`src/lcis_regs.vh`:
```
`ifndef LCIS_REGS_VH
`define LCIS_REGS_VH

// register byte address on the apb bus
`define LCIS_SEL_LOW_ADDR   12'h000
// status word: reset kind seen since last read
`define LCIS_STATUS_ADDR    12'h004

// field positions inside the select register
`define LCIS_D1_LSB         0
`define LCIS_D1_MSB         2
`define LCIS_D2_LSB         4
`define LCIS_D2_MSB         6
`define LCIS_GAP_BIT        3
`define LCIS_TOP_BIT        7

// base input line of each selector
`define LCIS_D1_BASE        5'h00
`define LCIS_D2_BASE        5'h04

// value loaded into the fields at power-on, arbitrary stand-in for unknown
`define LCIS_POR_FIELD      3'h0

// read data and status flag after power-on reset
`define LCIS_RDATA_RST      32'h0000_0000
`define LCIS_FLAG_RST       1'h0

`endif

```
`src/lcis_select.v`:
```
`include "lcis_regs.vh"

module lcis_select (
  // apb clock and power-on reset
  input  wire        pclk,
  input  wire        presetn,
  // apb slave
  input  wire        psel,
  input  wire        penable,
  input  wire        pwrite,
  input  wire [11:0] paddr,
  input  wire [31:0] pwdata,
  input  wire [3:0]  pstrb,
  output wire [31:0] prdata,
  output wire        pready,
  output wire        pslverr,
  // cell-level reset that leaves the control register alone and only sets the sticky status flag
  input  wire        cell_ctrl_clear,
  // cell input bus and selected data signals
  input  wire [15:0] cell_input_bus,
  output wire        selected_data_one,
  output wire        selected_data_two
);

  // field registers and their next values
  reg  [2:0]  first_data_source_select_ff;
  reg  [2:0]  second_data_source_select_ff;
  reg  [2:0]  nxt_first_data_source_select;
  reg  [2:0]  nxt_second_data_source_select;

  // sticky cell-clear flag and its next value
  reg         ctrl_clear_seen_ff;
  reg         nxt_ctrl_clear_seen;

  // registered read data and its next value
  reg  [31:0] prdata_ff;
  reg  [31:0] nxt_prdata;

  // apb phase and address qualifiers
  wire        setup_phase;
  wire        access_phase;
  wire        wr_en;
  wire        rd_en;
  wire        rd_setup;
  wire        sel_low_hit;
  wire        status_hit;

  // register image as software reads it
  wire [7:0]  data_input_select_low;

  // input line number chosen by each field
  wire [3:0]  first_line_idx;
  wire [3:0]  second_line_idx;

  // address decode for the select register; full compare, no aliasing
  function is_sel_low;
    input [11:0] addr;
    begin
      is_sel_low = (addr == `LCIS_SEL_LOW_ADDR);
    end
  endfunction

  // address decode for the status word
  function is_status;
    input [11:0] addr;
    begin
      is_status = (addr == `LCIS_STATUS_ADDR);
    end
  endfunction

  // first field: codes climb from line 0, so code n picks line n
  // low three codes follow the pattern of the upper five
  function [3:0] first_line;
    input [2:0] code;
    begin
      case (code)
        3'h0: first_line = 4'h0;
        3'h1: first_line = 4'h1;
        3'h2: first_line = 4'h2;
        3'h3: first_line = 4'h3;
        3'h4: first_line = 4'h4;
        3'h5: first_line = 4'h5;
        3'h6: first_line = 4'h6;
        3'h7: first_line = 4'h7;
        default: first_line = 4'h0;
      endcase
    end
  endfunction

  // second field: window of eight lines that starts at line 4
  // overlaps the first field on lines 4..7, so both may pick one line
  function [3:0] second_line;
    input [2:0] code;
    begin
      case (code)
        3'h0: second_line = 4'h4;
        3'h1: second_line = 4'h5;
        3'h2: second_line = 4'h6;
        3'h3: second_line = 4'h7;
        3'h4: second_line = 4'h8;
        3'h5: second_line = 4'h9;
        3'h6: second_line = 4'ha;
        3'h7: second_line = 4'hb;
        default: second_line = 4'h4;
      endcase
    end
  endfunction

  // one line out of sixteen; shared by both selectors
  // both tables stay within lines 0..11, so lines 12..15 are never picked here
  function pick_line;
    input [15:0] bus;
    input [3:0]  idx;
    begin
      pick_line = bus[idx];
    end
  endfunction

  // apb phase decode: setup is psel alone, access is psel with penable
  assign setup_phase  = psel & ~penable;
  assign access_phase = psel & penable;
  assign wr_en        = access_phase & pwrite;
  assign rd_en        = access_phase & ~pwrite;
  assign rd_setup     = setup_phase & ~pwrite;
  assign sel_low_hit  = is_sel_low(paddr);
  assign status_hit   = is_status(paddr);

  // zero wait state slave, so pready never stalls a master
  // unmapped addresses answer with an error and change nothing
  // pslverr only stands during the access phase
  assign pready  = 1'h1;
  assign pslverr = access_phase & ~sel_low_hit & ~status_hit;

  // write lands only with lane 0 strobed; writes on upper lanes alone are dropped
  // cell_ctrl_clear is absent here on purpose, so a cell reset cannot disturb routing
  always @* begin
    nxt_first_data_source_select  = first_data_source_select_ff;
    nxt_second_data_source_select = second_data_source_select_ff;
    if (wr_en && sel_low_hit && pstrb[0]) begin
      nxt_first_data_source_select  = pwdata[`LCIS_D1_MSB:`LCIS_D1_LSB];
      nxt_second_data_source_select = pwdata[`LCIS_D2_MSB:`LCIS_D2_LSB];
    end
  end

  // only presetn counts as power-on; fields keep their value over any other reset
  always @(posedge pclk or negedge presetn) begin
    if (!presetn) begin
      first_data_source_select_ff  <= `LCIS_POR_FIELD;
      second_data_source_select_ff <= `LCIS_POR_FIELD;
    end else begin
      first_data_source_select_ff  <= nxt_first_data_source_select;
      second_data_source_select_ff <= nxt_second_data_source_select;
    end
  end

  // sticky note that a cell reset went by; a new event beats a clearing read
  // clear only after a read that showed the flag set: prdata is captured in setup,
  // so an event landing during that setup would otherwise be lost
  always @* begin
    nxt_ctrl_clear_seen = ctrl_clear_seen_ff;
    if (cell_ctrl_clear) begin
      nxt_ctrl_clear_seen = 1'h1;
    end else if (rd_en && status_hit && prdata_ff[0]) begin
      nxt_ctrl_clear_seen = 1'h0;
    end
  end

  // status flag register
  always @(posedge pclk or negedge presetn) begin
    if (!presetn) begin
      ctrl_clear_seen_ff <= `LCIS_FLAG_RST;
    end else begin
      ctrl_clear_seen_ff <= nxt_ctrl_clear_seen;
    end
  end

  // unimplemented bits 7 and 3 tie low
  assign data_input_select_low = {1'h0, second_data_source_select_ff, 1'h0, first_data_source_select_ff};

  // read data picked in the setup cycle and held until the next read setup,
  // so the value is settled for the whole access phase
  always @* begin
    nxt_prdata = prdata_ff;
    if (rd_setup) begin
      if (sel_low_hit) begin
        nxt_prdata = {24'h00_0000, data_input_select_low};
      end else if (status_hit) begin
        nxt_prdata = {31'h0000_0000, ctrl_clear_seen_ff};
      end else begin
        nxt_prdata = `LCIS_RDATA_RST;
      end
    end
  end

  // read data register
  always @(posedge pclk or negedge presetn) begin
    if (!presetn) begin
      prdata_ff <= `LCIS_RDATA_RST;
    end else begin
      prdata_ff <= nxt_prdata;
    end
  end

  // port driven straight from the flip-flop
  assign prdata = prdata_ff;

  // selection is pure combinational, no latency from input to output
  // the cell inputs may toggle between clock edges; nothing here retimes them
  assign first_line_idx    = first_line(first_data_source_select_ff);
  assign second_line_idx   = second_line(second_data_source_select_ff);
  assign selected_data_one = pick_line(cell_input_bus, first_line_idx);
  assign selected_data_two = pick_line(cell_input_bus, second_line_idx);

endmodule

```
`config.mk`:
```
export PLATFORM = sky130hd
export DESIGN_NAME = lcis_select
export DESIGN_NICKNAME = d
export VERILOG_FILES = /design/src/lcis_select.v
export VERILOG_INCLUDE_DIRS = /design/src /design/src/src
export SDC_FILE = /design/constraint.sdc
export NUM_CORES = 1
export LEC_CHECK = 0
export ABC_AREA = 1
export BUFFER_PORTS_ARGS = -buffer_cell sky130_fd_sc_hd__buf_2
export CORE_ASPECT_RATIO = 0.6
export CORE_MARGIN = 3
export CORE_UTILIZATION = 26
export DETAILED_ROUTE_END_ITERATION = 7
export GPL_TIMING_DRIVEN = 0
export SETUP_SLACK_MARGIN = 0.02
export SYNTH_ARGS = -nofsm -noshare
export SYNTH_HDL_FRONTEND = slang
export SYNTH_SLANG_ARGS = --single-unit
export TNS_END_PERCENT = 100
```
`constraint.sdc`:
```
create_clock -name pclk -period 1 [get_ports pclk]
set_clock_uncertainty 0.05 [all_clocks]
set_input_delay 0.2 -clock pclk [delete_from_list [all_inputs] [get_ports pclk]]
set_output_delay 0.2 -clock pclk [all_outputs]
set_load 0.05 [all_outputs]
```
==> flow_summary.yaml <==
synth:
  synth_xor_area_share_pct: 0
  ys.flop_type: "dfrtp_1"
  synth_top_family_by_area: "simple AND/OR/NAND/NOR gates"
  muxShareOfSynthArea_pct: 0
  synthMostInstantiatedCell: "nand2_1"
  syn_inst: 146
  syn_area_per_cell_um2: 7.01
  ys_seq_elements: 13
  yosys.area_share.simple_pct: 28.2
  synth_seq_area_share_pct: 31.8
  yosys-top-cells-count: "nand2_1, buf_4, inv_1, nor2_1, dfrtp_1"
  synth_fa_ha_area_share_pct: 0
  synth_edf_count: 0
  synth_top_area_share_pct: 31.8
  synth_top_area_cell: "dfrtp_1"
  yosysWarnings: 0
  yosys-top-cells-area: "dfrtp_1, buf_4, nand2_1"
  yosysUniqueCellTypes: 20
  syn_area_um2: 1020
  async_reset_ff_share_pct: 100
  synth_compound_area_share_pct: 12.5
pwr:
  p_leak_nw: 0.966
  finalPower_mw: 1.52
  power_density_nw_per_um2: 874
  ir_worst_vdd_uv: 308
timing:
  setup_violations: 9
  fin_crit_ns: 1.57
  tns_ns: -1.40
  maxSlewViolCount: 0
  setup_ws_ns: -0.572
  grt_setup_unrepaired: "true"
  timing.fmax_mhz: 636
  hold_viol: 0
  min_period_over_period_pct: 157
grt:
  grtUsageTotal_pct: 10.9
  grt_start_max_net_pins: 14
  grt.overflow.total: 0
  grt_pass1_wl_um: 3870
  grt_pass1_vias: 879
  antenna_found_initial: 0
worst_setup_path:
  worst-r2r-setup-slack_ns: 0.03
  cp_max_fo: 8
  crit_required_ns: 0.75
  end_kind: "output pin"
  crit_type: "flip-flop to output pin"
  r2r_end: "ctrl_clear_seen_ff"
  crit_arrival_ns: 1.32
  reg2regPathDepth: 5
  critPathLaunchType: "flip-flop"
  crit-reg2reg-launch: "prdata[0]"
routing:
  wl_um: 2650
  vias: 1028
  wl_per_cell_um: 9.59
  drc_errors: 0
  postRouteAntennaNets: 0
  viasPerCell: 3.72
  dr.first_iter.drc_count: 23
  drt_first_pass_iters: 4
outcome:
  violations: "setup timing"
  outcome: "finished, violations left"
clock_network:
  cts_tree: "built"
  clkTransAtPathRegs_ns: 0.05
  numCtsBuffers: 3
  cts.sinks: 13
  cts_root_buf: "clkbuf_8"
  clkLatencyLatePin_ns: 0.24
  cts_max_level: 1
  cts.path.max_buffers: 2
die:
  core_area_um2: 3500
  start_util_pct: 29.2
  die_area_um2: 4750
  die_width_um: 87
  rows: 16
  die_h_um: 54.6
  ioPinCount: 106
hold_path:
  hold_start: "cell_ctrl_clear"
  hold_path.class: "input port to flip-flop"
  min_path_cells: 3
  hold_end: "ctrl_clear_seen_ff"
placed_design:
  io_buffers: 45
  pre_cts_slack_ns: -0.485
  place_hpwl_um: 2150
  gp_congestion: 0.686
cells_and_area:
  fin_nets: 302
  post_route_cells_drive_above_1_share_pct: 50.2
  syn_to_final_growth_pct: 69.6
  antennaDiodeCount: 0
run:
  cap_violations: 0
state kept, by name, summed over array words and instances, names as in the netlist:
signal and cells:
prdata 6, first_data_source_select_ff 3, second_data_source_select_ff 3, ctrl_clear_seen_ff 1
power by group:
group	switching [mW]	total [mW]	internal, mW
Sequential	0.000329	0.527	0.527
Clock	0.178	0.459	0.281
Combinational	0.347	0.531	0.184
Total	0.525	1.52	0.991
cells in the final DEF, fill, tap and decap left out, types with 4 or more instances in the layout:
master / n
dfrtp_1: 10
buf_4: 35
inv_1: 13
o21ai_0: 4
buf_2: 31
nor2_1: 13
nor2_4: 5
conb_1: 27
buf_8: 4
o21ai_2: 6
nand3_1: 7
o21ai_1: 8
nand2_1: 28
buf_6: 12
metal layers:
metal | part of all wire (%) | vias up | routed length, µm | global-route usage (%)
met3 | 8.0 | 5 | 211 | 4.81
met1 | 47 | 415 | 1260 | 14.7
met2 | 44 | 33 | 1150 | 15.5
met4 | 1.0 | 0 | 27 | 3.11
met5 | 0 | - | 0 | 0
li1 | - | 575 | - | -
per-stage QoR:
step	instance area (µm²)	cells	utilization [%]	hold slack [ns]
6_report	1740	276	49.5	0.0872
5_1_grt	1740	276	49.5	0.0982
4_1_cts	1660	272	47.5	0.0807
3_5_place_dp	1440	261	41.1	0.0525
3_3_place_gp	1440	261	41.1	0.0494
2_1_floorplan	1160	171	-	-0.146
final cells by class:
class,count,area (µm²)
flip-flops and latches,13,329
clock buffers,4,45.0
repair buffers,56,430
fillers,350,1770
inverters,16,60.1
plain buffers,28,218
multi-input cells,114,597
well taps,45,56.3
worst max-delay path, stage by stage, from the launching register on:
cell	delay, ns
dfrtp_2	0.47
a21oi_1	0.14
o21ai_1	0.07
o21ai_1	0.08
nand2_1	0.10
nand2_4	0.09
buf_8	0.14
worst max path at each step:
stage	endpoint	from	slack, ns
5_1_grt	selected_data_two	second_data_source_select_ff[0]	-0.65
3_5_place_dp	selected_data_one	first_data_source_select_ff[0]	-0.48
2_1_floorplan	selected_data_one	first_data_source_select_ff[0]	-0.18
6_report	selected_data_one	first_data_source_select_ff[0]	-0.57
3_3_place_gp	selected_data_one	first_data_source_select_ff[0]	-0.45
4_1_cts	selected_data_one	first_data_source_select_ff[0]	-0.58
repair_timing:
action,CTS,global route
resized for setup,33,8
gates cloned,0,1
hold buffers,1,0
pin swaps,12,4
buffers inserted,6,3
hold endpoints to repair,13,0
endpoints found under the setup margin,10,18
cell families (layout without fill, tap and decap cells):
group,after synthesis,in the layout
DFF,13,13
other,2,27
and+or+nand+nor,66,66
AOI/OAI and AO/OA,21,21
buffers and inverters,44,104
Note: power is estimated with default switching activity, not from simulation.
